===== src/core/ecei_pkg.sv =====
// Package for the encoder, compare and error I/O block.
// Assumes a single 100 MHz controller clock.
package ecei_pkg;
  localparam int unsigned CLK_PERIOD_PS    = 10000;
  localparam int unsigned TRIG_PULSE_NS    = 510;
  localparam int unsigned TRIG_PULSE_CYC   = (TRIG_PULSE_NS * 1000 + CLK_PERIOD_PS - 1)
                                             / CLK_PERIOD_PS;
  localparam int unsigned POS_W            = 32;
  localparam int unsigned PULSE_CNT_W      = 8;
  localparam logic [7:0]  GPIN_FIRST_NUM   = 8'h51; // General input 81
  localparam logic [7:0]  GPIN_SECOND_NUM  = 8'h52; // General input 82
  localparam logic [PULSE_CNT_W-1:0] PULSE_LOAD = PULSE_CNT_W'(TRIG_PULSE_CYC);
  // Register map
  localparam logic [3:0]  ADDR_CTRL     = 4'h0;
  localparam logic [3:0]  ADDR_POS      = 4'h1;
  localparam logic [3:0]  ADDR_CMP_POS  = 4'h2;
  localparam logic [3:0]  ADDR_CMP_INC  = 4'h3;
  localparam logic [3:0]  ADDR_ERR_LIM  = 4'h4;
  localparam logic [3:0]  ADDR_POS_ERR  = 4'h5;
  localparam logic [3:0]  ADDR_GPIN     = 4'h6;
  localparam logic [3:0]  ADDR_ARM      = 4'h7;
  localparam logic [3:0]  ADDR_IRQ_STAT = 4'h8;
  localparam logic [3:0]  ADDR_IRQ_MASK = 4'h9;
  localparam logic [3:0]  ADDR_STATUS   = 4'hA;
  // Control bit positions
  localparam int unsigned CTRL_PULSE_DIR = 0;
  localparam int unsigned CTRL_STEPPER   = 1;
  localparam int unsigned CTRL_SERIAL    = 2;
  localparam int unsigned CTRL_CMP_INC   = 3;
  localparam int unsigned CTRL_STEP_LVL  = 4;
  localparam int unsigned CTRL_DIR_LVL   = 5;
  localparam int unsigned CTRL_LEAD_CLK  = 6;
  localparam int unsigned CTRL_EXTRA_CLK = 7;
  localparam int unsigned CTRL_CPU_RST   = 8;
  localparam int unsigned CTRL_W         = 9;
  localparam logic [CTRL_W-1:0] CTRL_RESET = 9'h000;
  // Interrupt bits
  localparam int unsigned IRQ_TRIG   = 0;
  localparam int unsigned IRQ_ERR    = 1;
  localparam int unsigned IRQ_W      = 2;
  typedef enum logic [1:0] {ECEI_QUAD_IDLE, ECEI_QUAD_RUN} ecei_unused_t;
endpackage


===== src/core/ecei_sync.sv =====
// Two-flop synchroniser bank for asynchronous pin inputs.
// Assumes the destination clock is core_clk.
`timescale 1ns/1ps
`default_nettype none
module ecei_sync #(
  parameter int unsigned W = 4
) (
  // Clock and reset
  input  wire logic         core_clk,
  input  wire logic         reset_n,
  // Data
  input  wire logic [W-1:0] async_in,
  output var  logic [W-1:0] sync_out
);
  logic [W-1:0] meta_ff; // First stage, read only by second stage

  // Two stages per bit
  genvar gi;
  generate
    for (gi = 0; gi < W; gi++)
    begin : g_bit
      always_ff @(posedge core_clk or negedge reset_n)
      begin
        if (!reset_n)
        begin
          meta_ff[gi]  <= 1'b0;
          sync_out[gi] <= 1'b0;
        end
        else
        begin
          meta_ff[gi]  <= async_in[gi];
          sync_out[gi] <= meta_ff[gi];
        end
      end
    end
  endgenerate
endmodule
`default_nettype wire


===== src/core/ecei_top.sv =====
// Encoder decode, shared pin routing, position compare and fault output.
// Assumes a 100 MHz core_clk and a simple strobe register port.
//
// The address-and-strobe port and the address map were chosen for this implementation.
`timescale 1ns/1ps
`default_nettype none

// Functional notes
// Quadrature or pulse/direction decode, quadrature default
// Pulse on first phase, direction second
// Extra phases readable as inputs 81, 82
// Stepper mode disables extra encoder inputs
// Serial: pins 1,2 lead, 3,4 extra
// Serial data in pins 1,3; clock 2,4
// Stepper: step pin two, direction pin four
// Compare uses lead encoder position count
// Incremental compare: 510 ns low pulse
// One-shot compare holds low until rearmed
// Any error drives fault low, lamp on
// Error when position error exceeds limit
// Error while reset input held low
// Error during processor self reset
// Count quadrature up to 15 MHz
// Quadrature counts every edge, synchronised inputs
module ecei_top
  import ecei_pkg::*;
(
  // Clock and reset
  input  wire logic                  core_clk,
  input  wire logic                  reset_n,
  // Encoder pins
  input  wire logic                  lead_encoder_first_phase,
  input  wire logic                  lead_encoder_second_phase,
  input  wire logic                  extra_encoder_first_phase,
  input  wire logic                  extra_encoder_second_phase,
  // Shared pins, three signals each
  input  wire logic                  shared_pin_one_in,
  output var  logic                  shared_pin_one_out,
  output var  logic                  shared_pin_one_oe,
  input  wire logic                  shared_pin_two_in,
  output var  logic                  shared_pin_two_out,
  output var  logic                  shared_pin_two_oe,
  input  wire logic                  shared_pin_three_in,
  output var  logic                  shared_pin_three_out,
  output var  logic                  shared_pin_three_oe,
  input  wire logic                  shared_pin_four_in,
  output var  logic                  shared_pin_four_out,
  output var  logic                  shared_pin_four_oe,
  // Serial encoder data to the controller
  output var  logic                  lead_serial_data,
  output var  logic                  extra_serial_data,
  // Compare and fault outputs
  output var  logic                  position_trigger_out_n,
  output var  logic                  fault_out_n,
  output var  logic                  error_lamp,
  output var  logic                  irq,
  // Register port
  input  wire logic [3:0]            reg_addr,
  input  wire logic [POS_W-1:0]      reg_wdata,
  input  wire logic                  reg_wr,
  input  wire logic                  reg_rd,
  output var  logic [POS_W-1:0]      reg_rdata
);
  import ecei_pkg::*;

  logic [3:0]             pin_sync;       // Synchronised encoder phases
  logic [3:0]             pin_prev_ff;    // Previous synchronised phases
  logic [CTRL_W-1:0]      ctrl_ff;        // Control register
  logic [POS_W-1:0]       pos_ff;         // Lead position count
  logic [POS_W-1:0]       nxt_pos;        // Next position
  logic [POS_W-1:0]       cmp_pos_ff;     // One-shot target
  logic [POS_W-1:0]       cmp_inc_ff;     // Incremental step
  logic [POS_W-1:0]       cmp_next_ff;    // Next incremental mark
  logic [POS_W-1:0]       err_lim_ff;     // Position error limit
  logic [POS_W-1:0]       pos_err_ff;     // Signed axis position error
  logic                   armed_ff;       // Compare armed
  logic                   start_side_ff;  // Position below target at arm
  logic [PULSE_CNT_W-1:0] pulse_cnt_ff;   // Pulse width counter
  logic                   trig_event;     // Compare fired this cycle
  logic                   oneshot_ff;     // One-shot output held low
  logic                   err_cond;       // Any error
  logic [IRQ_W-1:0]       irq_stat_ff;    // Sticky events
  logic [IRQ_W-1:0]       irq_mask_ff;    // Interrupt enables
  logic                   err_prev_ff;    // Error edge detect
  logic                   stat_rd;        // Interrupt status read clears
  logic [POS_W-1:0]       abs_err;        // Error magnitude
  logic                   quad_step;      // Quadrature count edge
  logic                   quad_up;        // Quadrature direction
  logic                   pd_step;        // Pulse/direction edge
  logic                   extra_en;       // Extra encoder usable

  // Pin synchronisers, two stages; keeps 15 MHz edges at 100 MHz
  ecei_sync #(.W(4)) u_sync (
    .core_clk (core_clk),
    .reset_n  (reset_n),
    .async_in ({extra_encoder_second_phase, extra_encoder_first_phase,
                lead_encoder_second_phase, lead_encoder_first_phase}),
    .sync_out (pin_sync)
  );

  // Previous phase samples
  always_ff @(posedge core_clk or negedge reset_n)
  begin
    if (!reset_n)
      pin_prev_ff <= 4'h0;
    else
      pin_prev_ff <= pin_sync;
  end

  // Quadrature: an edge on one phase alone counts, direction from phase order
  always_comb
  begin
    quad_step = (pin_sync[0] ^ pin_prev_ff[0]) ^ (pin_sync[1] ^ pin_prev_ff[1]);
    quad_up   = pin_prev_ff[0] ^ pin_sync[1];
  end

  // Pulse/direction: rising edge of first phase counts
  assign pd_step = pin_sync[0] & ~pin_prev_ff[0];

  // Next position by decode mode
  always_comb
  begin
    nxt_pos = pos_ff;
    if (ctrl_ff[CTRL_PULSE_DIR])
    begin
      if (pd_step)
        nxt_pos = pin_sync[1] ? pos_ff - 1'b1 : pos_ff + 1'b1;
    end
    else if (quad_step)
    begin
      nxt_pos = quad_up ? pos_ff + 1'b1 : pos_ff - 1'b1;
    end
  end

  // Extra encoder only usable outside stepper mode
  assign extra_en = ~ctrl_ff[CTRL_STEPPER];

  // Stat read strobe
  assign stat_rd = reg_rd && (reg_addr == ADDR_IRQ_STAT);

  // Register writes
  always_ff @(posedge core_clk or negedge reset_n)
  begin
    if (!reset_n)
    begin
      ctrl_ff     <= CTRL_RESET;
      cmp_pos_ff  <= '0;
      cmp_inc_ff  <= '0;
      err_lim_ff  <= '1;
      pos_err_ff  <= '0;
      irq_mask_ff <= '0;
    end
    else if (reg_wr)
    begin
      case (reg_addr)
        ADDR_CTRL:     ctrl_ff     <= reg_wdata[CTRL_W-1:0];
        ADDR_CMP_POS:  cmp_pos_ff  <= reg_wdata;
        ADDR_CMP_INC:  cmp_inc_ff  <= reg_wdata;
        ADDR_ERR_LIM:  err_lim_ff  <= reg_wdata;
        ADDR_POS_ERR:  pos_err_ff  <= reg_wdata;
        ADDR_IRQ_MASK: irq_mask_ff <= reg_wdata[IRQ_W-1:0];
        default:       ;
      endcase
    end
  end

  // Position counter, also preset by software
  always_ff @(posedge core_clk or negedge reset_n)
  begin
    if (!reset_n)
      pos_ff <= '0;
    else if (reg_wr && reg_addr == ADDR_POS)
      pos_ff <= reg_wdata;
    else
      pos_ff <= nxt_pos;
  end

  // Compare arm and fire, from the lead count
  always_ff @(posedge core_clk or negedge reset_n)
  begin
    if (!reset_n)
    begin
      armed_ff      <= 1'b0;
      start_side_ff <= 1'b0;
      cmp_next_ff   <= '0;
      oneshot_ff    <= 1'b0;
      trig_event    <= 1'b0;
    end
    else
    begin
      trig_event <= 1'b0;
      if (reg_wr && reg_addr == ADDR_ARM)
      begin
        // Rearm releases the one-shot level
        armed_ff      <= 1'b1;
        oneshot_ff    <= 1'b0;
        start_side_ff <= $signed(pos_ff) < $signed(cmp_pos_ff);
        cmp_next_ff   <= pos_ff + cmp_inc_ff;
      end
      else if (armed_ff && ctrl_ff[CTRL_CMP_INC])
      begin
        // Each advance by the increment fires
        if (cmp_inc_ff != '0 && pos_ff == cmp_next_ff)
        begin
          trig_event  <= 1'b1;
          cmp_next_ff <= cmp_next_ff + cmp_inc_ff;
        end
      end
      else if (armed_ff)
      begin
        // Fire once the target is passed in either direction
        if (start_side_ff ? ($signed(pos_ff) >= $signed(cmp_pos_ff))
                          : ($signed(pos_ff) <= $signed(cmp_pos_ff)))
        begin
          oneshot_ff <= 1'b1;
          armed_ff   <= 1'b0;
          trig_event <= 1'b1;
        end
      end
    end
  end

  // Low pulse width counter
  always_ff @(posedge core_clk or negedge reset_n)
  begin
    if (!reset_n)
      pulse_cnt_ff <= '0;
    else if (trig_event && ctrl_ff[CTRL_CMP_INC])
      pulse_cnt_ff <= PULSE_LOAD;
    else if (pulse_cnt_ff != '0)
      pulse_cnt_ff <= pulse_cnt_ff - 1'b1;
  end

  // Trigger output, low for pulse or held one-shot
  always_ff @(posedge core_clk or negedge reset_n)
  begin
    if (!reset_n)
      position_trigger_out_n <= 1'b1;
    else
      position_trigger_out_n <= ~((pulse_cnt_ff != '0) | oneshot_ff);
  end

  // Error magnitude against limit
  always_comb
  begin
    abs_err  = pos_err_ff[POS_W-1] ? (~pos_err_ff + 1'b1) : pos_err_ff;
    err_cond = (abs_err > err_lim_ff) | ctrl_ff[CTRL_CPU_RST];
  end

  // Fault output; reset value itself signals error
  always_ff @(posedge core_clk or negedge reset_n)
  begin
    if (!reset_n)
    begin
      fault_out_n <= 1'b0;
      error_lamp  <= 1'b1;
    end
    else
    begin
      fault_out_n <= ~err_cond;
      error_lamp  <= err_cond;
    end
  end

  // Sticky events; set wins over read clear
  always_ff @(posedge core_clk or negedge reset_n)
  begin
    if (!reset_n)
    begin
      irq_stat_ff <= '0;
      err_prev_ff <= 1'b0;
    end
    else
    begin
      err_prev_ff <= err_cond;
      irq_stat_ff <= (stat_rd ? '0 : irq_stat_ff)
                   | {err_cond & ~err_prev_ff, trig_event};
    end
  end

  // Interrupt level
  always_ff @(posedge core_clk or negedge reset_n)
  begin
    if (!reset_n)
      irq <= 1'b0;
    else
      irq <= |(irq_stat_ff & irq_mask_ff);
  end

  // Shared pin routing by mode
  always_ff @(posedge core_clk or negedge reset_n)
  begin
    if (!reset_n)
    begin
      shared_pin_one_out   <= 1'b0;
      shared_pin_one_oe    <= 1'b0;
      shared_pin_two_out   <= 1'b0;
      shared_pin_two_oe    <= 1'b0;
      shared_pin_three_out <= 1'b0;
      shared_pin_three_oe  <= 1'b0;
      shared_pin_four_out  <= 1'b0;
      shared_pin_four_oe   <= 1'b0;
      lead_serial_data     <= 1'b0;
      extra_serial_data    <= 1'b0;
    end
    else
    begin
      // Pins one and three never driven
      shared_pin_one_out   <= 1'b0;
      shared_pin_one_oe    <= 1'b0;
      shared_pin_three_out <= 1'b0;
      shared_pin_three_oe  <= 1'b0;
      if (ctrl_ff[CTRL_STEPPER])
      begin
        // Step on two, direction on four
        shared_pin_two_out  <= ctrl_ff[CTRL_STEP_LVL];
        shared_pin_two_oe   <= 1'b1;
        shared_pin_four_out <= ctrl_ff[CTRL_DIR_LVL];
        shared_pin_four_oe  <= 1'b1;
        lead_serial_data    <= 1'b0;
        extra_serial_data   <= 1'b0;
      end
      else if (ctrl_ff[CTRL_SERIAL])
      begin
        // Data in on one/three, clocks out on two/four
        shared_pin_two_out  <= ctrl_ff[CTRL_LEAD_CLK];
        shared_pin_two_oe   <= 1'b1;
        shared_pin_four_out <= ctrl_ff[CTRL_EXTRA_CLK];
        shared_pin_four_oe  <= 1'b1;
        lead_serial_data    <= shared_pin_one_in;
        extra_serial_data   <= shared_pin_three_in;
      end
      else
      begin
        // Unused
        shared_pin_two_out  <= 1'b0;
        shared_pin_two_oe   <= 1'b0;
        shared_pin_four_out <= 1'b0;
        shared_pin_four_oe  <= 1'b0;
        lead_serial_data    <= 1'b0;
        extra_serial_data   <= 1'b0;
      end
    end
  end

  // Read port, data one cycle later
  always_ff @(posedge core_clk or negedge reset_n)
  begin
    if (!reset_n)
      reg_rdata <= '0;
    else if (reg_rd)
    begin
      case (reg_addr)
        ADDR_CTRL:     reg_rdata <= POS_W'(ctrl_ff);
        ADDR_POS:      reg_rdata <= pos_ff;
        ADDR_CMP_POS:  reg_rdata <= cmp_pos_ff;
        ADDR_CMP_INC:  reg_rdata <= cmp_inc_ff;
        ADDR_ERR_LIM:  reg_rdata <= err_lim_ff;
        ADDR_POS_ERR:  reg_rdata <= pos_err_ff;
        // Inputs 81 and 82 in bits 0/1, zero in stepper mode
        ADDR_GPIN:     reg_rdata <= POS_W'({pin_sync[3] & extra_en,
                                            pin_sync[2] & extra_en});
        ADDR_IRQ_STAT: reg_rdata <= POS_W'(irq_stat_ff);
        ADDR_IRQ_MASK: reg_rdata <= POS_W'(irq_mask_ff);
        ADDR_STATUS:   reg_rdata <= POS_W'({armed_ff, oneshot_ff, err_cond});
        default:       reg_rdata <= '0;
      endcase
    end
    else
      reg_rdata <= '0;
  end
endmodule
`default_nettype wire


===== config.mk =====
export PLATFORM = sky130hd
export DESIGN_NAME = ecei_top
export DESIGN_NICKNAME = d
export VERILOG_FILES = /design/src/core/ecei_pkg.sv /design/src/core/ecei_sync.sv /design/src/core/ecei_top.sv
export SDC_FILE = /design/constraint.sdc
export NUM_CORES = 1
export LEC_CHECK = 0
export BUFFER_PORTS_ARGS = -buffer_cell sky130_fd_sc_hd__buf_2
export CAP_MARGIN = 20
export CORE_MARGIN = 1.5
export CORE_UTILIZATION = 62
export DETAILED_ROUTE_END_ITERATION = 6
export PLACE_DENSITY = 0.78
export SKIP_CTS_REPAIR_TIMING = 1
export SYNTH_ARGS = -nofsm -noshare
export SYNTH_HDL_FRONTEND = slang
export SYNTH_HIERARCHICAL = 1
export SYNTH_SLANG_ARGS = --single-unit

===== constraint.sdc =====
create_clock -name core_clk -period 5.7 [get_ports core_clk]
set_input_delay 0.285 -clock core_clk [delete_from_list [all_inputs] [get_ports core_clk]]
set_output_delay 0.285 -clock core_clk [all_outputs]
set_load 0.02 [all_outputs]

==> flow_metrics.tcl, run 1 <==
set metrics [dict create \
    crit_required_ns 6.13 \
    clock_path_buffers 3 \
    placedInstanceArea_um2 16900 \
    cts-root-buf "clkbuf_16" \
    n_antenna_cell 0 \
    netlist_area_um2 16300 \
    synth_area_per_cell_um2 9.72 \
    power_frac_clock_pct 24.4 \
    p_total_mw 8.18 \
    wirelength_mm 43.3 \
    synth_cell_types 63 \
    outcome "finished with violations" \
    clkTransAtPathRegs_ns 0.06 \
    rsz0062_at_grt "no" \
    cp_max_fo 5 \
    dp_slack_ns 0.201 \
    setup_viol 0 \
    antenna_found_initial 0 \
    violations "DRC" \
    final_max_slew_viol_count 0 \
    finalCriticalPeriod_ns 5.43 \
    row_count 59 \
    finalWeightedCongestion 0.911 \
    combPwrFrac_pct 36.9 \
    fin_ws_ns 0.269 \
    core_um2 25900 \
    fin_util_pct 69.8 \
    detail_route.wl_per_cell_um 20.8 \
    finalInstanceArea_um2 18100 \
    fin_crit_sh_pct 95.3 \
    placed_cells 2016 \
    final.fill_count 1911 \
    ys_warn_count 6 \
    arrival_ns 5.87 \
    power.density_nw_per_um2 452 \
    syn_to_final_growth_pct 11.1 \
    crit_type "reg2reg" \
    slew_headroom_pct 30.1 \
    drive_above_1_share_pct 20.7 \
    cp-end-kind "flop" \
    synth_common_cells "dfrtp_1 (235), nand2_1 (187), mux2_2 (145)" \
    dieArea_um2 27200 \
    finalHoldViolCount 0 \
    cts_tree "done" \
    synthCells 1675 \
    synth_edf_count 0 \
    dp_hpwl_mm 31.0 \
    grt.overflow.total 0 \
    drtIter0Drc 1490 \
    synth_ff_type "dfrtp_1" \
    firstDrtPassIters 7 \
    intPower_mw 5.06 \
    htreeDepth 1 \
    fin_skew_ns 0.0122 \
    die_h_um 165 \
    via_per_inst 6.33 \
    seq_power_share_pct 38.7 \
    hold_path_class "in2reg" \
    fin_hold_ws_ns 0.0588 \
    grt_max_degree 147 \
    clock_latency_ns 0.55 \
    seq_area_frac_synth_pct 41.6 \
    fmax_ghz 0.184 \
    irDropWorstVdd_uv 387 \
    setup_tns_ns 0 \
    yosys.area.top_type "dfrtp_1" \
    drc_errors 5 \
    routed-via-count 13151 \
    die_x_um 165 \
    ant_nets 0 \
    synth.top_cell.area_share_pct 36.1 \
    tightestPinTransition_ns 1.05 \
    layout.cells.non_filler 2079 \
    maxCapViolations 0 \
    grt_pass1_vias 12547 \
    synth.most_common_cell "dfrtp_1" \
    grt_util_all_layers_pct 32.1 \
    initial_core_util_pct 62.8 \
    port_buffers 87 \
    swShare_pct 38.2 \
    ys_ff_latch 269 \
    cts_buffers 29 \
    grt_pass1_wl_mm 68.0 \
    crit_path_start_kind "flop" \
    p_leak_nw 8.13 \
    switchingPower_mw 3.13 \
    ios 94 \
    ys_top_cells_by_area "dfrtp_1 (36%), mux2_2 (10%), ha_1 (7.7%)" \
    layout.nets 1871 \
    cts.sinks 269 \
    synth-async-reset-ratio_pct 100 \
]
==> power by group through the flow <==
stage	clock, mW	combinational, mW	sequential [mW]
3_5_place_dp	0	2.95	3.15
2_1_floorplan	0	2.41	2.84
6_report	2.00	3.02	3.17
4_1_cts	2.02	2.98	3.13
3_3_place_gp	0	2.83	3.12
5_1_grt	2.10	3.38	3.23
==> registers in the layout (all words and copies together) (netlist names), 2 cells and up <==
signal and count:
ctrl_ff 9, reg_rdata 32, pin_prev_ff 2, pulse_cnt_ff 8, cmp_next_ff 32, irq_stat_ff 2, pos_err_ff 32, pos_ff 32
cmp_pos_ff 32, u_sync/meta_ff 4, irq_mask_ff 2, cmp_inc_ff 32, u_sync/sync_out 4, err_lim_ff 32
==> layout by cell type, fill, tap and decap left out, types with 6 or more instances in the layout <==
| master | n |
|---|---|
| dfrtp_1 | 235 |
| nand2_1 | 185 |
| mux2_2 | 145 |
| a21oi_1 | 123 |
| ha_1 | 100 |
| buf_2 | 86 |
| inv_1 | 85 |
| nor2_1 | 84 |
| o21ai_0 | 76 |
| xnor2_1 | 69 |
| xor2_1 | 61 |
| a22oi_1 | 48 |
| a21o_1 | 39 |
| dfstp_2 | 34 |
| nand4_1 | 29 |
| clkbuf_16 | 29 |
| nor4_1 | 28 |
| nor3_1 | 25 |
| nand3_1 | 25 |
| a222oi_1 | 25 |
| buf_4 | 15 |
| o21a_1 | 14 |
| a31oi_1 | 14 |
| or3_1 | 10 |
| nand2b_1 | 9 |
| o31ai_1 | 9 |
| clkbuf_8 | 8 |
| dlygate4sd3_1 | 7 |
| or4_1 | 6 |
| or4_4 | 6 |
| nor2b_1 | 6 |
| a211oi_1 | 6 |
| and3_1 | 6 |
==> logic make-up (layout without fill, tap and decap cells) <==
family                   after synthesis  after routing  synth area share [%]
AND/OR/NAND/NOR                      451            451                  13.3
AO/OA/AOI/OAI                        390            390                  15.5
flip-flops                           269            269                  41.6
buffers and inverters                184            250                  4.36
multiplexers                         148            148                  10.2
XOR/XNOR                             131            131                  7.14
adder cells (fa/ha/maj)              101            101                  7.81
other                                  1              4                0.0230
==> worst paths after layout <==
| path | endpoint | depth (start not counted) | from | slack [ns] |
|---|---|---|---|---|
| max in group asynchronous | pos_ff[16] | 3 | reset_n | 3.93 |
| min in group asynchronous | pos_err_ff[28] | 2 | reset_n | 0.42 |
| worst min-delay path | pos_ff[23] | 3 | reg_wdata[23] | 0.06 |
| worst min register to register | u_sync/sync_out[3] | 0 | u_sync/meta_ff[3] | 0.35 |
| worst max register to register | irq_stat_ff[1] | 18 | pos_err_ff[5] | 0.27 |
| worst max-delay path | irq_stat_ff[1] | 18 | pos_err_ff[5] | 0.27 |
==> area by class of cell <==
cell class | instances | area, um^2 | area share, %
Tap cell | 335 | 419 | 2.32
Multi-Input combinational cell | 1225 | 8860 | 49.0
Sequential cell | 269 | 6770 | 37.4
Inverter | 85 | 319 | 1.76
Clock inverter | 11 | 175 | 0.968
Clock buffer | 42 | 855 | 4.72
Timing Repair Buffer | 112 | 688 | 3.80
==> metal layers <==
| layer | up-vias | routed length (um) | track usage (%) |
|---|---|---|---|
| met1 | 6406 | 18800 | 45.9 |
| met3 | 102 | 3700 | 6.53 |
| met5 | - | 0 | 0 |
| li1 | 6103 | - | - |
| met2 | 540 | 19200 | 48.5 |
| met4 | 0 | 1580 | 10.8 |
==> critical path: stages (launching register included) <==
cell      delay [ns]
dfrtp_1         0.43
or4_1           0.59
or3_1           0.38
or4_4           0.46
or4_4           0.54
or4_4           0.52
o31ai_2         0.22
xnor2_1         0.15
ha_1            0.26
a21o_1          0.17
a21o_1          0.17
a21o_1          0.17
a21o_1          0.16
a21oi_1         0.12
o21ai_0         0.18
a211oi_1        0.30
a31oi_1         0.14
a21oi_2         0.26
o21ai_0         0.10
Note: power is estimated with default switching activity, not from simulation.
==> inputs of run 2 (changes only) <==
- CELL_PAD_IN_SITES_DETAIL_PLACEMENT: default -> 1
- CELL_PAD_IN_SITES_GLOBAL_PLACEMENT: default -> 2
- CORE_MARGIN: 1.5 -> 8
- CORE_UTILIZATION: 62 -> 40
==> run 2 against run 1 <==
- the run still ends with DRC left
- critical path depth unchanged
- clock-buffer cell count up 7
- utilization down 24 points
- fmax down 1.3%
- sequential power about the same
- flip-flop and latch count unchanged
==> flow_metrics.tcl, run 2 (same netlist as run 1, synthesis figures left out) <==
set metrics [dict create \
    outcome "finished with violations" \
    violations "DRC" \
    placed_cells 2219 \
    ios 94 \
    setup_tns_ns 0 \
    arrival_ns 5.89 \
    multi_input_area_um2 8850 \
    drive_above_1_share_pct 20.9 \
    cp_max_fo 5 \
    irDropWorstVdd_uv 187 \
    final.fill_count 4547 \
    setup_viol 0 \
    finalWeightedCongestion 0.825 \
    grt_util_all_layers_pct 21.3 \
    grt_pass1_vias 13843 \
    topRoutingLayerUsed "met4" \
    power.density_nw_per_um2 453 \
    wirelength_mm 50.5 \
    clock_latency_ns 0.52 \
    grt_pass1_wl_mm 80.3 \
    dp_hpwl_mm 38.2 \
    grt.overflow.total 0 \
    final_max_slew_viol_count 0 \
    finalCriticalPeriod_ns 5.50 \
    syn_to_final_growth_pct 12.9 \
    final_common_cell "dfrtp_1" \
    cp-startpoint "pos_err_ff[5]" \
    core_um2 40500 \
    drc_errors 5 \
    initial_core_util_pct 40.2 \
    layout_common_cells "dfrtp_1 (235), nand2_1 (186), mux2_2 (145), a21oi_1 (124), ha_1 (100)" \
    detail_route.wl_per_cell_um 22.1 \
    wl_met2_mm 22.3 \
    slowest_stage "or4_1" \
    hold_path_class "in2reg" \
    finalHoldViolCount 0 \
    fin_hold_ws_ns 0.0190 \
    die_x_um 218 \
    fin_crit_sh_pct 96.5 \
    cts.sinks 269 \
    cp-end-kind "flop" \
    p_total_mw 8.33 \
    tightestPinTransition_ns 1.16 \
    ant_nets 0 \
    row_count 74 \
    port_buffers 87 \
    crit_type "reg2reg" \
    crit_path_cell_trace "or4_1 -> or3_1 -> or4_4 -> or4_4 -> or4_4 -> o31ai_1 -> xnor2_1 -> ha_1 -> a21o_1 -> a21o_1 -> a21o_1 -> a21o_1 -> a21oi_1 -> o21ai_0 -> a211oi_1 -> a31oi_1 -> a21oi_2 -> o21ai_0" \
    route.met3.wl_mm 1.98 \
    crit_required_ns 6.09 \
    cts-root-buf "clkbuf_16" \
    maxCapViolations 0 \
    slew_headroom_pct 22.2 \
    layout.nets 1879 \
    cts_buffers 34 \
    fmax_ghz 0.182 \
    via_per_inst 5.66 \
    max_stage_delay_ns 0.59 \
    cts_tree "done" \
    n_antenna_cell 0 \
    antenna_found_initial 0 \
    wl_met1_mm 24.6 \
    p_leak_nw 8.17 \
    reg2reg_from "pos_err_ff[5]" \
    clkTransAtPathRegs_ns 0.05 \
    firstDrtPassIters 7 \
    rsz0062_at_grt "no" \
    cp_common_cell "a21o_1" \
    htreeDepth 2 \
    grt_max_degree 140 \
    routed-via-count 12946 \
    fin_skew_ns 0.0168 \
    die_h_um 218 \
    dieArea_um2 47400 \
    layout.cells.non_filler 2286 \
    clock_path_buffers 3 \
    min_from "shared_pin_one_in" \
    seqCellArea_um2 6770 \
    crit_path_start_kind "flop" \
    fin_util_pct 45.4 \
    drtIter0Drc 1003 \
]
run 2: cell count changes in the layout (fill, tap and decap cells not counted), moves of 2 or more:
cell           change
clkinvlp_4         -3
clkinv_2           +6
clkbuf_1           +5
clkbuf_8           -4
bufinv_16          -3
dlygate4sd3_1      -2
buf_4              +5
clkbuf_16          +6
run 2: worst max-delay path: cells and delay by family, from the launching register on:
family	cells	cell delay, ns
xor+xnor	1	0.16
fa+ha+maj	1	0.27
flops	1	0.44
simple gates	5	2.44
compound gates	11	2.08
run 2: report_power, final:
part | switching (mW) | internal [mW] | total (mW) | leakage [nW]
Combinational | 1.67 | 1.41 | 3.08 | 4.40
Sequential | 0.753 | 2.43 | 3.19 | 3.25
Clock | 0.839 | 1.23 | 2.07 | 0.523
run 2: layout make-up:
class / count / area share (%)
multi-input combinational: 1225 / 48.1
sequential: 269 / 36.9
clock buffer: 49 / 5.27
timing repair buffer: 115 / 3.88
tap: 532 / 3.62
inverter: 85 / 1.74
clock inverter: 11 / 0.490
run 2: worst paths after layout:
| path | cells past startpoint | slack [ns] | to |
|---|---|---|---|
| setup / recovery | 18 | 0.20 | irq_stat_ff[1] |
| hold / removal | 2 | 0.02 | lead_serial_data |
| setup reg to reg | 18 | 0.20 | irq_stat_ff[1] |
| hold reg to reg | 0 | 0.35 | u_sync/sync_out[1] |
| max in group asynchronous | 3 | 4.26 | cmp_inc_ff[29] |
| min in group asynchronous | 2 | 0.27 | pulse_cnt_ff[1] |
run 2: stage by stage:
step | cell area [um^2] | setup slack (ns)
after detailed placement | 17200 | 0.0715
final | 18400 | 0.200
after floorplan | 16300 | 0.809
after CTS | 18300 | 0.0465
after global placement | 17200 | 0.243
after global routing | 18400 | 0.0106
run 2: per-layer routing:
metal | up-vias | track usage, %
met5 | - | 0
met4 | 0 | 7.17
met3 | 83 | 2.50
met2 | 267 | 32.9
met1 | 6485 | 30.6
li1 | 6111 | -
